$ cat src/hdl/drx_regs.svh
// register offsets, field positions, reset values and timing counts of the dual receive control bank
`ifndef DRX_REGS_SVH
`define DRX_REGS_SVH
`define DRX_ADDR_DUAL_RECEIVE_CONTROL 8'h34
`define DRX_ADDR_EQ_TEST 8'h35
`define DRX_BIT_LOCK_MODE 6
`define DRX_BIT_RAW_BC 5
`define DRX_LANE_MODE_HI 4
`define DRX_LANE_MODE_LO 3
`define DRX_BIT_SECOND_PORT_SELECT 1
`define DRX_BIT_FIRST_PORT_SELECT 0
`define DRX_BIT_EQ_RESTART 6
`define DRX_BIT_FLOOR_EN 5
`define DRX_BIT_FLOOR_START 4
`define DRX_CTL_RESET 8'h01
`define DRX_CTL_WMASK 8'h7b
`define DRX_EQ_RESET 8'h00
`define DRX_EQ_WMASK 8'h70
`define DRX_ACQ_CYCLES 4
`endif

$ cat src/hdl/drx_pkg.sv
// types shared by the dual receive control bank
package drx_pkg;
  typedef enum logic [1:0] {
    DRX_LANE_AUTO = 2'h0,
    DRX_LANE_DUAL = 2'h1,
    DRX_LANE_PRI = 2'h2,
    DRX_LANE_SEC = 2'h3
  } drx_lane_mode_t;

  // register access from the serial target
  typedef struct packed {
    logic wr;
    logic rd;
    logic [7:0] addr;
    logic [7:0] wdata;
  } drx_req_t;

  // per-port equalizer controls
  typedef struct packed {
    logic restart;
    logic floor_en;
    logic floor_start;
  } drx_eq_ctl_t;
endpackage

$ cat src/hdl/drx_ctl.sv
// dual receive port select, lock mode, lane mode and equalizer test registers
`timescale 1ns/100ps
`default_nettype none
`include "drx_regs.svh"
// Behaviour
// [RULE1] with lock mode clear, lock shows only while linked and video is not disabled.
// [RULE2] with lock mode set, lock shows whenever linked to a serializer.
// [RULE3] raw back channel set passes the local gpio zero level straight to the back channel.
// [RULE4] lane mode field picks auto, forced two-lane, forced primary or forced secondary lane.
// [RULE5] with the second port selected, writes reach the port 1 copy and shared registers.
// [RULE6] with the second port selected, reads return port 1 and shared registers.
// [RULE7] first port select resets to 1 and steers writes and reads to port 0.
// [RULE8] with both selects set, writes reach both ports and per-port reads return port 1.
// [RULE9] the equalizer test register is kept per port.
// [RULE10] equalizer restart bit high restarts adaptation on both ports.
// [RULE11] the restart bit never clears itself; software writes it high then low.
// [RULE12] the floor start only takes effect while the floor enable is set.
// [RULE13] floor active makes adaptation start from a preset floor rather than zero.
// [RULE14] video disabled flag is a status copy loaded from the remote serializer.
// [RULE15] software forces dual-lane reception through the lane mode field.
// [RULE16] reserved bits read zero and writes to them do nothing.
// [RULE17] a lane mode change takes effect at the next link acquisition.
module drx_ctl #(
  parameter logic [3:0] FLOOR_VALUE = 4'h6
) (
  input wire logic clk_sys,
  input wire logic nrst,
  input wire drx_pkg::drx_req_t req,
  output logic [7:0] rdata,
  output logic rvalid,
  input wire logic link_up_pin,
  input wire logic video_disabled_load,
  input wire logic video_disabled_value,
  input wire logic local_secondary_gpio_zero,
  output logic rx_lock,
  output logic backchannel_raw,
  output logic backchannel_raw_enable,
  output drx_pkg::drx_lane_mode_t active_lane_mode,
  output logic [3:0] port0_eq_start,
  output logic [3:0] port1_eq_start,
  output logic port0_eq_restart,
  output logic port1_eq_restart
);
  import drx_pkg::*;

  logic [7:0] ctl_q;
  logic [7:0] eq0_q;
  logic [7:0] eq1_q;
  logic video_disabled_q;
  logic link_meta_q, link_sync_q;
  logic gpio_meta_q, gpio_sync_q;
  logic [7:0] rd_d;
  logic wr_ctl, wr_eq;
  logic restart_any;
  logic [3:0] eq0_start, eq1_start;
  logic eq0_rst, eq1_rst;

  // pins cross into clk_sys through two flops
  always_ff @(posedge clk_sys)
  begin
    if (!nrst)
    begin
      link_meta_q <= 1'b0;
      link_sync_q <= 1'b0;
      gpio_meta_q <= 1'b0;
      gpio_sync_q <= 1'b0;
    end
    else
    begin
      link_meta_q <= link_up_pin;
      link_sync_q <= link_meta_q;
      gpio_meta_q <= local_secondary_gpio_zero;
      gpio_sync_q <= gpio_meta_q;
    end
  end

  assign wr_ctl = req.wr && (req.addr == `DRX_ADDR_DUAL_RECEIVE_CONTROL);
  assign wr_eq = req.wr && (req.addr == `DRX_ADDR_EQ_TEST);

  // control register: reserved bits masked off, port 0 select resets high
  always_ff @(posedge clk_sys)
  begin
    if (!nrst)
      ctl_q <= `DRX_CTL_RESET; // see [RULE7]
    else if (wr_ctl)
      ctl_q <= req.wdata & `DRX_CTL_WMASK; // see [RULE16]
  end

  // per-port equalizer copies; a write lands in every selected copy
  always_ff @(posedge clk_sys)
  begin
    if (!nrst)
    begin
      eq0_q <= `DRX_EQ_RESET;
      eq1_q <= `DRX_EQ_RESET;
    end
    else if (wr_eq)
    begin
      if (ctl_q[`DRX_BIT_FIRST_PORT_SELECT]) // see [RULE7] [RULE8]
        eq0_q <= req.wdata & `DRX_EQ_WMASK;
      if (ctl_q[`DRX_BIT_SECOND_PORT_SELECT]) // see [RULE5] [RULE8] [RULE9]
        eq1_q <= req.wdata & `DRX_EQ_WMASK;
    end
  end

  // video disabled copy only changes on a forward channel load
  always_ff @(posedge clk_sys)
  begin
    if (!nrst)
      video_disabled_q <= 1'b0;
    else if (video_disabled_load)
      video_disabled_q <= video_disabled_value; // see [RULE14]
  end

  // read mux; port 1 wins when both selected
  always_comb
  begin
    rd_d = 8'h00;
    if (req.addr == `DRX_ADDR_DUAL_RECEIVE_CONTROL)
      rd_d = ctl_q;
    else if (req.addr == `DRX_ADDR_EQ_TEST)
      rd_d = ctl_q[`DRX_BIT_SECOND_PORT_SELECT] ? eq1_q : eq0_q; // see [RULE6] [RULE8]
  end

  always_ff @(posedge clk_sys)
  begin
    if (!nrst)
    begin
      rdata <= 8'h00;
      rvalid <= 1'b0;
    end
    else
    begin
      rvalid <= req.rd;
      if (req.rd)
        rdata <= rd_d;
    end
  end

  // lock indication; lock mode decides whether video must be present
  always_ff @(posedge clk_sys)
  begin
    if (!nrst)
      rx_lock <= 1'b0;
    else if (ctl_q[`DRX_BIT_LOCK_MODE])
      rx_lock <= link_sync_q; // see [RULE2]
    else
      rx_lock <= link_sync_q && !video_disabled_q; // see [RULE1]
  end

  // raw back channel: synced gpio level, no filtering
  always_ff @(posedge clk_sys)
  begin
    if (!nrst)
    begin
      backchannel_raw <= 1'b0;
      backchannel_raw_enable <= 1'b0;
    end
    else
    begin
      backchannel_raw_enable <= ctl_q[`DRX_BIT_RAW_BC]; // see [RULE3]
      backchannel_raw <= ctl_q[`DRX_BIT_RAW_BC] & gpio_sync_q; // see [RULE3]
    end
  end

  // lane mode follows the field on every cycle the link is down, so a live link never jumps mode
  always_ff @(posedge clk_sys)
  begin
    if (!nrst)
      active_lane_mode <= DRX_LANE_AUTO;
    else if (!link_sync_q)
      active_lane_mode <= drx_lane_mode_t'(ctl_q[`DRX_LANE_MODE_HI:`DRX_LANE_MODE_LO]); // see [RULE4] [RULE17] [RULE15]
  end

  // restart from either copy reaches both ports; bit stays until software clears it
  assign restart_any = eq0_q[`DRX_BIT_EQ_RESTART] | eq1_q[`DRX_BIT_EQ_RESTART]; // see [RULE10] [RULE11]

  drx_eq_port #(.FLOOR_VALUE(FLOOR_VALUE)) u_eq0 (
    .clk_sys(clk_sys),
    .nrst(nrst),
    .eq_reg(eq0_q),
    .restart(restart_any),
    .start_level(eq0_start),
    .adapt_restart(eq0_rst)
  );

  drx_eq_port #(.FLOOR_VALUE(FLOOR_VALUE)) u_eq1 (
    .clk_sys(clk_sys),
    .nrst(nrst),
    .eq_reg(eq1_q),
    .restart(restart_any),
    .start_level(eq1_start),
    .adapt_restart(eq1_rst)
  );

  // registered copies for direct-from-flop outputs
  always_ff @(posedge clk_sys)
  begin
    if (!nrst)
    begin
      port0_eq_start <= 4'h0;
      port1_eq_start <= 4'h0;
      port0_eq_restart <= 1'b0;
      port1_eq_restart <= 1'b0;
    end
    else
    begin
      port0_eq_start <= eq0_start;
      port1_eq_start <= eq1_start;
      port0_eq_restart <= eq0_rst;
      port1_eq_restart <= eq1_rst;
    end
  end

  property p_lock_video;
    @(posedge clk_sys) disable iff (!nrst)
      (!ctl_q[`DRX_BIT_LOCK_MODE] && video_disabled_q) |=> !rx_lock;
  endproperty
  a_lock_video: assert property (p_lock_video) else $error("lock with video disabled"); // see [RULE1]

  property p_lock_link;
    @(posedge clk_sys) disable iff (!nrst)
      (ctl_q[`DRX_BIT_LOCK_MODE] && link_sync_q) |=> rx_lock;
  endproperty
  a_lock_link: assert property (p_lock_link) else $error("no lock while linked"); // see [RULE2]

  property p_raw_bc;
    @(posedge clk_sys) disable iff (!nrst)
      ctl_q[`DRX_BIT_RAW_BC] |=> (backchannel_raw == $past(gpio_sync_q));
  endproperty
  a_raw_bc: assert property (p_raw_bc) else $error("raw back channel mismatch"); // see [RULE3]

  property p_wr_p1;
    @(posedge clk_sys) disable iff (!nrst)
      (wr_eq && ctl_q[`DRX_BIT_SECOND_PORT_SELECT]) |=> (eq1_q == ($past(req.wdata) & `DRX_EQ_WMASK));
  endproperty
  a_wr_p1: assert property (p_wr_p1) else $error("port 1 copy not written"); // see [RULE5]

  property p_rd_p1;
    @(posedge clk_sys) disable iff (!nrst)
      (req.rd && req.addr == `DRX_ADDR_EQ_TEST && ctl_q[`DRX_BIT_SECOND_PORT_SELECT] && !wr_eq)
      |=> (rdata == eq1_q);
  endproperty
  a_rd_p1: assert property (p_rd_p1) else $error("read not from port 1"); // see [RULE6] [RULE8]

  // every read strobe is answered exactly one cycle later
  property p_rvalid;
    @(posedge clk_sys) disable iff (!nrst)
      req.rd |=> rvalid;
  endproperty
  a_rvalid: assert property (p_rvalid) else $error("read not answered"); // see [RULE6]

  property p_wr_p0;
    @(posedge clk_sys) disable iff (!nrst)
      (wr_eq && ctl_q[`DRX_BIT_FIRST_PORT_SELECT]) |=> (eq0_q == ($past(req.wdata) & `DRX_EQ_WMASK));
  endproperty
  a_wr_p0: assert property (p_wr_p0) else $error("port 0 copy not written"); // see [RULE7]

  property p_restart_both;
    @(posedge clk_sys) disable iff (!nrst)
      restart_any |-> ##2 (port0_eq_restart && port1_eq_restart);
  endproperty
  a_restart_both: assert property (p_restart_both) else $error("restart missed a port"); // see [RULE10] [RULE11]

  property p_floor;
    @(posedge clk_sys) disable iff (!nrst)
      !eq0_q[`DRX_BIT_FLOOR_EN] |-> ##2 (port0_eq_start == 4'h0);
  endproperty
  a_floor: assert property (p_floor) else $error("floor used without enable"); // see [RULE12] [RULE13]

  property p_reserved;
    @(posedge clk_sys) disable iff (!nrst)
      ((ctl_q & ~`DRX_CTL_WMASK) == 8'h00) && ((eq1_q & ~`DRX_EQ_WMASK) == 8'h00);
  endproperty
  a_reserved: assert property (p_reserved) else $error("reserved bit set"); // see [RULE16]

  property p_mode_hold;
    @(posedge clk_sys) disable iff (!nrst)
      (link_sync_q && $past(link_sync_q)) |-> $stable(active_lane_mode);
  endproperty
  a_mode_hold: assert property (p_mode_hold) else $error("lane mode changed on live link"); // see [RULE17]

  c_both_sel: cover property (@(posedge clk_sys) disable iff (!nrst)
    wr_eq && ctl_q[1] && ctl_q[0]);
  c_lock: cover property (@(posedge clk_sys) disable iff (!nrst) $rose(rx_lock));
  c_restart: cover property (@(posedge clk_sys) disable iff (!nrst) $fell(restart_any));
endmodule // drx_ctl
`default_nettype wire

$ cat src/hdl/drx_eq_port.sv
// one receive port's equalizer start-level selection
`timescale 1ns/100ps
`default_nettype none
`include "drx_regs.svh"
module drx_eq_port #(
  parameter int FLOOR_W = 4,
  parameter logic [3:0] FLOOR_VALUE = 4'h6
) (
  input wire logic clk_sys,
  input wire logic nrst,
  input wire logic [7:0] eq_reg,
  input wire logic restart,
  output logic [3:0] start_level,
  output logic adapt_restart
);

  // floor only counts while the enable is set
  always_ff @(posedge clk_sys)
  begin
    if (!nrst)
      start_level <= 4'h0;
    else if (eq_reg[`DRX_BIT_FLOOR_EN] && eq_reg[`DRX_BIT_FLOOR_START]) // see [RULE12] [RULE13]
      start_level <= FLOOR_VALUE;
    else
      start_level <= 4'h0;
  end

  // level restart: held while bit high, adaptation runs after low
  always_ff @(posedge clk_sys)
  begin
    if (!nrst)
      adapt_restart <= 1'b0;
    else
      adapt_restart <= restart; // see [RULE10]
  end

  property p_restart_follow;
    @(posedge clk_sys) disable iff (!nrst) restart |=> adapt_restart;
  endproperty
  a_restart_follow: assert property (p_restart_follow) else $error("restart not applied"); // see [RULE10]
endmodule // drx_eq_port
`default_nettype wire

$ cat config.mk
export PLATFORM = sky130hd
export DESIGN_NAME = drx_ctl
export DESIGN_NICKNAME = d
export VERILOG_FILES = /design/src/hdl/drx_pkg.sv /design/src/hdl/drx_ctl.sv /design/src/hdl/drx_eq_port.sv
export VERILOG_INCLUDE_DIRS = /design/src /design/src/hdl
export SDC_FILE = /design/constraint.sdc
export NUM_CORES = 1
export LEC_CHECK = 0
export BUFFER_PORTS_ARGS = -buffer_cell sky130_fd_sc_hd__buf_2
export CORE_MARGIN = 3
export CORE_UTILIZATION = 35
export CTS_CLUSTER_SIZE = 8
export DETAILED_ROUTE_END_ITERATION = 8
export SETUP_SLACK_MARGIN = 0.3
export SLEW_MARGIN = 15
export SYNTH_ARGS = -nofsm -noshare
export SYNTH_HDL_FRONTEND = slang
export SYNTH_HIERARCHICAL = 1
export SYNTH_SLANG_ARGS = --single-unit
$ cat constraint.sdc
create_clock -name clk_sys -period 4.3 [get_ports clk_sys]
set_clock_uncertainty 0.2 [all_clocks]
set_input_delay 0.86 -clock clk_sys [delete_from_list [all_inputs] [get_ports clk_sys]]
set_output_delay 0.86 -clock clk_sys [all_outputs]
set_load 0.03 [all_outputs]
# After elaboration in Yosys (flattened, before gate mapping)
# Cells that the tools add are included.
op_classes:
  n_eq_ne: 2
  muxes: 6
  n_bitwise: 2
  reduce_logical: 8
op_table:
  columns: ["cell", "count"]
  rows:
  - ["7-bit two-way mux", 3]
  - ["8-bit by 6-bit == test with 1-bit output, second input constant", 2]
  - ["3-bit two-way mux", 2]
  - ["1-bit logical AND", 5]
  - ["2-bit AND reduction", 2]
  - ["1-bit AND", 1]
  - ["1-bit zero test", 1]
  - ["1-bit two-way mux", 1]
  - ["1-bit bitwise OR", 1]
word_totals:
  ff_bits: 49
  out_inout_bits: 24
  word_cells: 38

# Depth between registers and ports, before layout
# Gate-level depths: netlist of run 1.
depth:
  word_depth: 3
  ltp_mapped: 4
  depth_no_buf: 3

# Cells and area by module
# The synthesis of run 1 kept the hierarchy.
modules_own_cells:
  columns: ["mod", "instances", "cells_each", "area_per_inst_um2"]
  rows:
  - ["drx_ctl", 1, 137, 1416.4]
  - ["drx_eq_port", 2, 8, 80.1]

# Worst setup path before layout of run 1
# Ideal clock, no wire load.
synth_timing:
  kind: "input-to-reg"
  start: "in req[9] (netlist bit)"
  end: "reg rdata[3]"
  setup_time_ps: 72
  t_arrival_ps: 2148
  required_time_ps: 4028
  setup_slack_ps: 1880
  path_stages: 4
  path_buffers: 1
  path_cell_list: "or4b_1 > buf_2 > or4b_1 > a21oi_1"
synth_between:
  elab_chain_cells: 3
synth_rtl:
  columns: ["item", "line_no", "source"]
  rows:
  - ["from (decl)", "drx_ctl.sv:28", "input wire drx_pkg::drx_req_t req,"]
  - ["8-bit by 6-bit == test with 1-bit output (no source line)", null, null]
  - ["7-bit two-way mux", "drx_ctl.sv:121", "else if (req.addr == `DRX_ADDR_EQ_TEST)"]
  - ["7-bit two-way mux *", "drx_ctl.sv:119", "if (req.addr == `DRX_ADDR_DUAL_RECEIVE_CONTROL)"]
  - ["to (signal assigned)", "drx_ctl.sv:136", "rdata <= rd_d;"]
  - ["to (decl)", "drx_ctl.sv:29", "output logic [7:0] rdata,"]
# Mark *: on every way between the ends. The rest lies on a longest branch, timed or not.
# A chain may end at the register's enable or synchronous reset.

==> results.json, run 1 <==
{
  "status": "complete, no violations",
  "grt_overflow_total": 0,
  "slew_headroom_pct": 64.04,
  "cp.depth": 4,
  "ir_worst_vdd_mv": 0.1389,
  "finalSetupTns_ns": 0,
  "num_io_pins": 48,
  "drt_iter0_markers": 29,
  "tightest_slew_ns": 0.5394,
  "die_y_um": 73.12,
  "postCtsSetupRepairBufs": 0,
  "grt_pass1_wl_um": 4816,
  "die_area_um2": 5346,
  "hold_class": "reg -> reg",
  "die_x_um": 73.12,
  "final.period_utilization_pct": 54.32,
  "instances_no_fill": 243,
  "p_leak_uw": 0.0008433,
  "final_area_um2": 1898,
  "core-area_um2": 4173,
  "max_cap_violations": 0,
  "area_growth_pct": 20.40,
  "initial_core_util_pct": 37.78,
  "ys_seq_area_share_pct": 54.60,
  "whs_ns": 0.2432,
  "synthTopCellsByArea": "dfxtp_1, mux2i_1, and2_1",
  "synthCells": 153,
  "endpoint": "rdata[4]",
  "ys_ff_latch": 43,
  "synth_area_um2": 1577,
  "critPathTopFamily": "buffers and inverters",
  "cts_made_buffers": 5,
  "syn-mean-instance-area_um2": 10.30,
  "grt_setup_unrepaired": "no",
  "ys_warn_count": 6,
  "synth_top_area_share_pct": 54.60,
  "powerDensity_nw_per_um2": 400.9,
  "cts_tree": "done",
  "routed_via_density": 4.490,
  "diodes": 0,
  "synth_top_area_cell": "dfxtp_1",
  "drive_gt1_share_pct": 31.09,
  "clk_pin_slew_ns": 0.08,
  "hold_viol_final": 0,
  "ant_nets": 0,
  "cp.arrival_ns": 2.36,
  "max_freq_ghz": 0.4281,
  "clk_latency_ns": 0.29,
  "crit_path_end_kind": "flop",
  "path_class": "in -> reg",
  "clock_path_buffers": 2,
  "crit_start": "nrst",
  "synth_cell_types": 24,
  "cpPeakStageDelay_ns": 0.48,
  "cp.required_ns": 4.32,
  "grt_start_max_net_pins": 40,
  "hp-start": "video_disabled_q",
  "htree_levels": 2,
  "crit_chain": "buf_2, clkinv_1, or3_1, o21ai_0",
  "r2r_start": "ctl_q[1]",
  "dp_cells": 235,
  "rr_worst_depth": 3,
  "path_max_fanout": 39,
  "place_congestion": 0.7988,
  "fin_nets": 216,
  "start_kind": "input port",
  "port_buffers": 43,
  "post-dp-hpwl_um": 2259,
  "grt_pass1_vias": 1051,
  "fin_util_pct": 45.49,
  "cts.hold.buffers_added": 0,
  "crit_buf_inv": 2,
  "wire_per_inst_um": 12.43,
  "wl_um": 3021,
  "r2r-end": "rdata[5]",
  "ctsResizeCount": 0,
  "grt_util_all_layers_pct": 11.96,
  "setup_viol": 0,
  "min_period_ns": 2.336,
  "cts_root_buffer": "clkbuf_8",
  "final_max_slew_viol_count": 0,
  "rrSetupSlack_ns": 2.93,
  "vias": 1091,
  "crit_slowest_cell": "or3_1",
  "dr.pass1.iters": 4,
  "dpl_cell_area_um2": 1782,
  "cts.sinks": 43,
  "rows": 23,
  "antenna_found_initial": 0,
  "drcViolationCount": 0
}
[kinds of logic (layout without fill, tap and decap cells)]
logic type             Yosys count  after routing  share of synthesized area, %
AOI/OAI and AO/OA                7              7                         2.222
and+or+nand+nor                 62             62                         22.86
buffers and inverters           17             54                         6.032
other                            3              6                        0.7142
DFF                             43             43                         54.60
muxes                           21             21                         13.57
[flip-flops by register name, summed over array words and instances (netlist names), 2 cells and up]
name	cells
rdata	6
active_lane_mode	2
eq1_q	3
port0_eq_start	4
port1_eq_start	4
eq0_q	3
ctl_q	6
[metrics by stage]
stage | total power (µW) | setup WS [ns]
3_5_place_dp | 452.5 | 1.631
2_1_floorplan | 441.7 | 1.880
4_1_cts | 769.5 | 1.946
6_report | 761.0 | 1.964
3_3_place_gp | 451.6 | 1.691
5_1_grt | 788.0 | 1.769
[final cells by class]
| cell class | count | area [µm²] |
|---|---|---|
| inverters | 3 | 11.26 |
| clock buffers | 5 | 68.82 |
| flip-flops and latches | 43 | 860.8 |
| clock inverters | 3 | 47.55 |
| fillers | 398 | 2275 |
| well taps | 50 | 62.56 |
| repair buffers | 43 | 215.2 |
| multi-input cells | 96 | 631.9 |
[Yosys cell counts, drive strengths merged]
| cell | n |
|---|---|
| or2 | 1 |
| or4b | 4 |
| mux2i | 18 |
| conb | 3 |
| and2 | 17 |
| o21ai | 3 |
| a21oi | 4 |
| mux2 | 3 |
| nor3 | 3 |
| nor2b | 1 |
| clkinv | 1 |
| dfxtp | 43 |
| buf | 9 |
| and3 | 3 |
| nand4b | 2 |
| nand2b | 3 |
| nor2 | 5 |
| or3 | 1 |
| clkbuf | 5 |
| nand2 | 22 |
| inv | 2 |
[metal layers]
metal | share of wire, % | GRT usage, % | wire length (µm) | vias up
li1 | - | - | - | 559
met1 | 42 | 13.36 | 1275 | 492
met2 | 49 | 19.76 | 1466 | 33
met3 | 7.0 | 4.270 | 210 | 7
met4 | 2.3 | 6.352 | 68 | 0
met5 | 0 | 0 | 0 | -
[cells in the final DEF (no fill, tap or decap), drive strengths merged, types with 4 or more instances in the layout]
| cell type | netlist | routed |
|---|---|---|
| dfxtp | 43 | 43 |
| buf | 9 | 43 |
| nand2 | 22 | 22 |
| mux2i | 18 | 18 |
| and2 | 17 | 17 |
| conb | 3 | 6 |
| nor2 | 5 | 5 |
| clkbuf | 5 | 5 |
| or4b | 4 | 4 |
| a21oi | 4 | 4 |
[worst min-delay path by stage]
stage	endpoint	slack (ns)	cells past startpoint
after global routing	port0_eq_restart	0.25	1
after floorplan	rx_lock	0.21	1
after detailed placement	port0_eq_restart	0.23	1
after CTS	rx_lock	0.25	1
final	rx_lock	0.24	1
after global placement	port1_eq_restart	0.22	1
[where the power goes]
group | internal [µW] | switching [µW] | total [µW]
clock network | 176 | 142 | 318
logic | 14.5 | 23.8 | 38.3
registers | 403 | 1.72 | 405
No activity file was read; power rests on OpenSTA's default activity.
==> inputs of run 2 (changes only) <==
==> constraint.sdc (replaced) <==
create_clock -name clk_sys -period 2.1 [get_ports clk_sys]
set_clock_uncertainty 0.2 [all_clocks]
set_input_delay 0.42 -clock clk_sys [delete_from_list [all_inputs] [get_ports clk_sys]]
set_output_delay 0.42 -clock clk_sys [all_outputs]
set_load 0.03 [all_outputs]
==> run 2 against run 1 <==
Effect of this change:
- count of clock-buffer cells in the layout rose by 1
- die area did not move
- non-clock buffer count rose by 1
- largest power group unchanged
- register-to-register slack got worse by 2.2 ns
- via count rose by 0.73%
- cell count did not move
- largest cell class unchanged
- combinational power rose by 110%
- critical path type unchanged
- sequential cell count did not move
- hold slack got worse by 0.11 ns
==> results.json, run 2 (synthesis gave the netlist of run 1 again) <==
{
  "max_freq_ghz": 0.5801,
  "final_cell_mix": "dfxtp_1, buf_2, nand2_1",
  "diodes": 0,
  "fin_nets": 217,
  "final_area_um2": 1896,
  "grt_pass1_vias": 1062,
  "grt_pass1_wl_um": 4609,
  "reg.largest.list": "ctl_q: 6 flops, rdata: 6 flops",
  "crit_path_end_kind": "flop",
  "dp_cells": 236,
  "die_area_um2": 5346,
  "grt_setup_unrepaired": "no",
  "cp.arrival_ns": 1.74,
  "postCtsSetupRepairBufs": 0,
  "fillers": 406,
  "powerDensity_nw_per_um2": 797.0,
  "place_congestion": 0.7959,
  "routed_via_density": 4.523,
  "cp.required_ns": 2.12,
  "core-area_um2": 4173,
  "dpl_cell_area_um2": 1793,
  "num_io_pins": 48,
  "vias": 1099,
  "die_x_um": 73.12,
  "cpPeakStageDelay_ns": 0.59,
  "drcViolationCount": 0,
  "status": "complete, no violations",
  "drt_iter0_markers": 52,
  "max_cap_violations": 0,
  "area_growth_pct": 20.24,
  "initial_core_util_pct": 37.78,
  "clk_pin_slew_ns": 0.07,
  "drive_gt1_share_pct": 31.09,
  "final.period_utilization_pct": 82.08,
  "ant_nets": 0,
  "min_period_ns": 1.724,
  "cts.hold.buffers_added": 0,
  "hold_viol_final": 0,
  "cts_root_buffer": "clkbuf_8",
  "setup_viol": 0,
  "port_buffers": 43,
  "start_kind": "input port",
  "cts_tree": "done",
  "die_y_um": 73.12,
  "path_class": "in -> reg",
  "finalSetupTns_ns": 0,
  "antenna_found_initial": 0,
  "htree_levels": 2,
  "final_max_slew_viol_count": 0,
  "post-dp-hpwl_um": 2126,
  "cts_made_buffers": 5,
  "ctsResizeCount": 0,
  "cts.sinks": 43,
  "ir_worst_vdd_mv": 0.3015,
  "dr.pass1.iters": 3,
  "instances_no_fill": 243,
  "rows": 23,
  "hold_class": "in -> reg",
  "grt_start_max_net_pins": 39,
  "wire_per_inst_um": 11.76,
  "clk_latency_ns": 0.29,
  "grt_overflow_total": 0,
  "wl_um": 2858,
  "crit_slowest_cell": "or4b_4",
  "grt_util_all_layers_pct": 11.50,
  "path_max_fanout": 7,
  "p_leak_uw": 0.0008411,
  "crit_chain": "buf_2, or4b_4, nor3_2, mux2i_1",
  "clock_path_buffers": 2
}
[run 2: worst paths after layout]
check                                 start           to  slack, ns  depth (start not counted)
setup / recovery                     req[9]     eq1_q[4]       0.38                          4
hold / removal    local_secondary_gpio_zero  gpio_meta_q       0.14                          2
setup reg to reg                   ctl_q[1]     eq1_q[4]       0.70                          3
hold reg to reg            video_disabled_q      rx_lock       0.23                          1
[run 2: cell type report]
class | instances | area [µm²] | area share, %
multi-input cells | 96 | 635.6 | 33.53
clock buffers | 6 | 72.57 | 3.828
flip-flops and latches | 43 | 860.8 | 45.41
clock inverters | 1 | 30.03 | 1.584
inverters | 3 | 11.26 | 0.5941
repair buffers | 44 | 222.7 | 11.75
well taps | 50 | 62.56 | 3.300
[run 2: power breakdown]
group	total, µW	switching (µW)	internal, µW
combinational	80.6	49.2	31.4
sequential	828	3.10	825
clock	602	253	348
[run 2: per-layer routing]
layer,up-vias,GRT usage (%),share of wire [%],wire (µm)
met5,-,0,0,0
met4,0,5.533,1.4,40
met3,4,5.096,7.6,218
met2,29,18.87,47,1333
met1,500,12.57,44,1265
li1,566,-,-,-
[run 2: through the flow]
step	util, %	setup slack [ns]	total power (µW)	hold WS [ns]
after floorplan	-	0.1854	905.5	0.2064
after global placement	42.97	0.1105	927.1	0.2154
after detailed placement	42.97	0.07867	928.6	0.2205
after CTS	45.43	0.3826	1535	0.1240
after global routing	45.43	0.3322	1571	0.1325
final	45.43	0.3763	1511	0.1360
[run 2: worst max-delay path, delay by kind of cell]
family	cells	cell delay (ns)
buffers and inverters	1	0.09
muxes	1	0.24
and+or+nand+nor	2	0.99
==> inputs of run 3 (changes only) <==
--- a/config.mk
+++ b/config.mk
@@ -6,6 +6,7 @@
 export SDC_FILE = /design/constraint.sdc
 export NUM_CORES = 1
 export LEC_CHECK = 0
+export ABC_AREA = 1
 export BUFFER_PORTS_ARGS = -buffer_cell sky130_fd_sc_hd__buf_2
 export CORE_MARGIN = 3
 export CORE_UTILIZATION = 35
==> constraint.sdc (replaced) <==
create_clock -name clk_sys -period 1.56 [get_ports clk_sys]
set_clock_uncertainty 0.2 [all_clocks]
set_input_delay 0.312 -clock clk_sys [delete_from_list [all_inputs] [get_ports clk_sys]]
set_output_delay 0.312 -clock clk_sys [all_outputs]
set_load 0.03 [all_outputs]
==> run 3 against run 2 <==
Effect of this change:
- power grew 44%
- clock power is 43% higher
- critical path depth down 3
- global-route usage increased by 1.4 points
- sequential share of layout area shrank 6.6 points
- worst setup slack got worse by 0.10 ns
- cell count increased by 40%
- count of clock-buffer cells in the layout fell by 1
- sequential cell count is the same
- area after synthesis grew 8.6%
==> results.json, run 3 <==
{
  "hold_viol_final": 0,
  "synth_cell_types": 22,
  "area_growth_pct": 34.14,
  "ys_warn_count": 6,
  "met2_length_um": 1737,
  "drive_gt1_share_pct": 35.64,
  "setup_viol": 0,
  "cts_made_buffers": 5,
  "async_reset_ff_share_pct": 0,
  "initial_core_util_pct": 37.75,
  "critPathTopFamily": "flip-flops",
  "netlist_top_cells_count": "nand2_1, dfxtp_1, inv_1",
  "ant_nets": 0,
  "synthCells": 228,
  "ys_seq_area_share_pct": 50.29,
  "min_period_ns": 1.285,
  "port_buffers": 43,
  "synthTopCellsByArea": "dfxtp_1, nand2_1, inv_1",
  "grt_pass1_vias": 1331,
  "rows": 24,
  "cts_root_buffer": "clkbuf_8",
  "grt_setup_unrepaired": "yes",
  "crit_buf_inv": 1,
  "max_cap_violations": 0,
  "final.period_utilization_pct": 82.40,
  "rrSetupSlack_ns": 0.37,
  "finalSetupTns_ns": 0,
  "core-area_um2": 4534,
  "crit_path_end_kind": "output pin",
  "place_congestion": 0.8012,
  "die_x_um": 75.93,
  "dr.pass1.iters": 4,
  "drt_iter0_markers": 74,
  "final_common_cell": "nand2_1",
  "synth_top_area_cell": "dfxtp_1",
  "synthFlopType": "dfxtp_1",
  "grt_start_max_net_pins": 22,
  "fin_nets": 298,
  "p_leak_uw": 0.001239,
  "multi_input_area_um2": 646.9,
  "num_io_pins": 48,
  "grt_overflow_total": 0,
  "dpl_cell_area_um2": 1969,
  "die_y_um": 75.93,
  "path_max_fanout": 2,
  "grt_util_all_layers_pct": 12.87,
  "grt_pass1_wl_um": 5920,
  "powerDensity_nw_per_um2": 946.3,
  "drcViolationCount": 0,
  "route.met3.wl_um": 178,
  "synth_area_um2": 1712,
  "ys_ff_latch": 43,
  "antenna_found_initial": 0,
  "crit_slowest_cell": "dfxtp_2",
  "seqCellArea_um2": 892.1,
  "crit_chain": "buf_6",
  "finalPower_uw": 2173,
  "fillers": 461,
  "clk_latency_ns": 0.29,
  "clock_path_buffers": 2,
  "die_area_um2": 5765,
  "wl_um": 3450,
  "start_kind": "flop",
  "cp.arrival_ns": 0.77,
  "final_cell_mix": "nand2_1, inv_1, nor2_1",
  "ir_worst_vdd_mv": 0.4920,
  "post-dp-hpwl_um": 2531,
  "final_area_um2": 2296,
  "cts_tree": "done",
  "path_class": "reg -> out",
  "clk_pin_slew_ns": 0.09,
  "hold_class": "in -> reg",
  "synth_edf_count": 0,
  "fin_util_pct": 50.63,
  "final_max_slew_viol_count": 0,
  "highest-signal-layer": "met4",
  "reg.largest.list": "ctl_q: 6 flops, rdata: 6 flops",
  "htree_levels": 2,
  "routed_via_density": 4.144,
  "synth_most_common_cell": "nand2_1",
  "status": "complete, no violations",
  "max_freq_ghz": 0.7780,
  "vias": 1409,
  "cp.required_ns": 1.05,
  "synth_top_area_share_pct": 50.29,
  "syn-mean-instance-area_um2": 7.507,
  "wire_per_inst_um": 10.15,
  "diodes": 0,
  "cts.sinks": 43,
  "met1_length_um": 1497,
  "cpPeakStageDelay_ns": 0.35
}
## run 3: cell count changes after synthesis, sizes merged, moves of 4 or more
cell,before,now
a21oi,4,8
and2,17,0
nand4,0,6
o21ai,3,12
nand2,22,54
mux2i,18,0
or4b,4,0
nor2,5,38
inv,2,40
nand3,0,8
## run 3: through the flow
stage                     setup slack [ns]  instances  hold slack, ns
after floorplan                     0.3003        231          0.1905
after CTS                           0.2754        338        0.004284
final                               0.2746        340         0.04069
after global routing                0.2358        340         0.03103
after detailed placement           0.08918        328          0.1997
after global placement             0.09964        328          0.1955
## run 3: report_power, final
group	internal, µW	total [µW]	switching [µW]
Clock	477	863	386
Combinational	71.6	183	111
Sequential	1120	1130	10.0
## run 3: what timing repair did
action                                  CTS  global route
hold buffers                              2             1
endpoints found under the setup margin   25            25
setup buffers                             0             1
endpoints found under the hold margin     2             1
resized for setup                        67             4
## run 3: per-layer routing
layer / vias up / track usage (%)
li1: 759 / -
met1: 614 / 15.23
met2: 34 / 21.10
met3: 2 / 4.621
met4: 0 / 5.435
met5: - / 0
## run 3: worst paths after layout
path	cells past startpoint	startpoint	end
min	3	req[0]	ctl_q[0]
max reg2reg	7	ctl_q[1]	rdata[4]
max	1	rdata[5]	rdata[5]
min reg2reg	2	gpio_sync_q	backchannel_raw
## run 3: logic make-up after synthesis
logic type	after synthesis	synth area share, %
AND/OR/NAND/NOR	107	29.02
flip-flops	43	50.29
other	3	0.6578
buffers and inverters	54	13.74
AO/OA/AOI/OAI	21	6.286
## run 3: cell type report
cell class | instances | share of cell area (%)
Clock buffer | 5 | 2.997
Clock inverter | 3 | 1.907
Inverter | 40 | 6.540
Multi-Input combinational cell | 134 | 28.17
Sequential cell | 43 | 38.86
Tap cell | 65 | 3.542
Timing Repair Buffer | 50 | 17.98
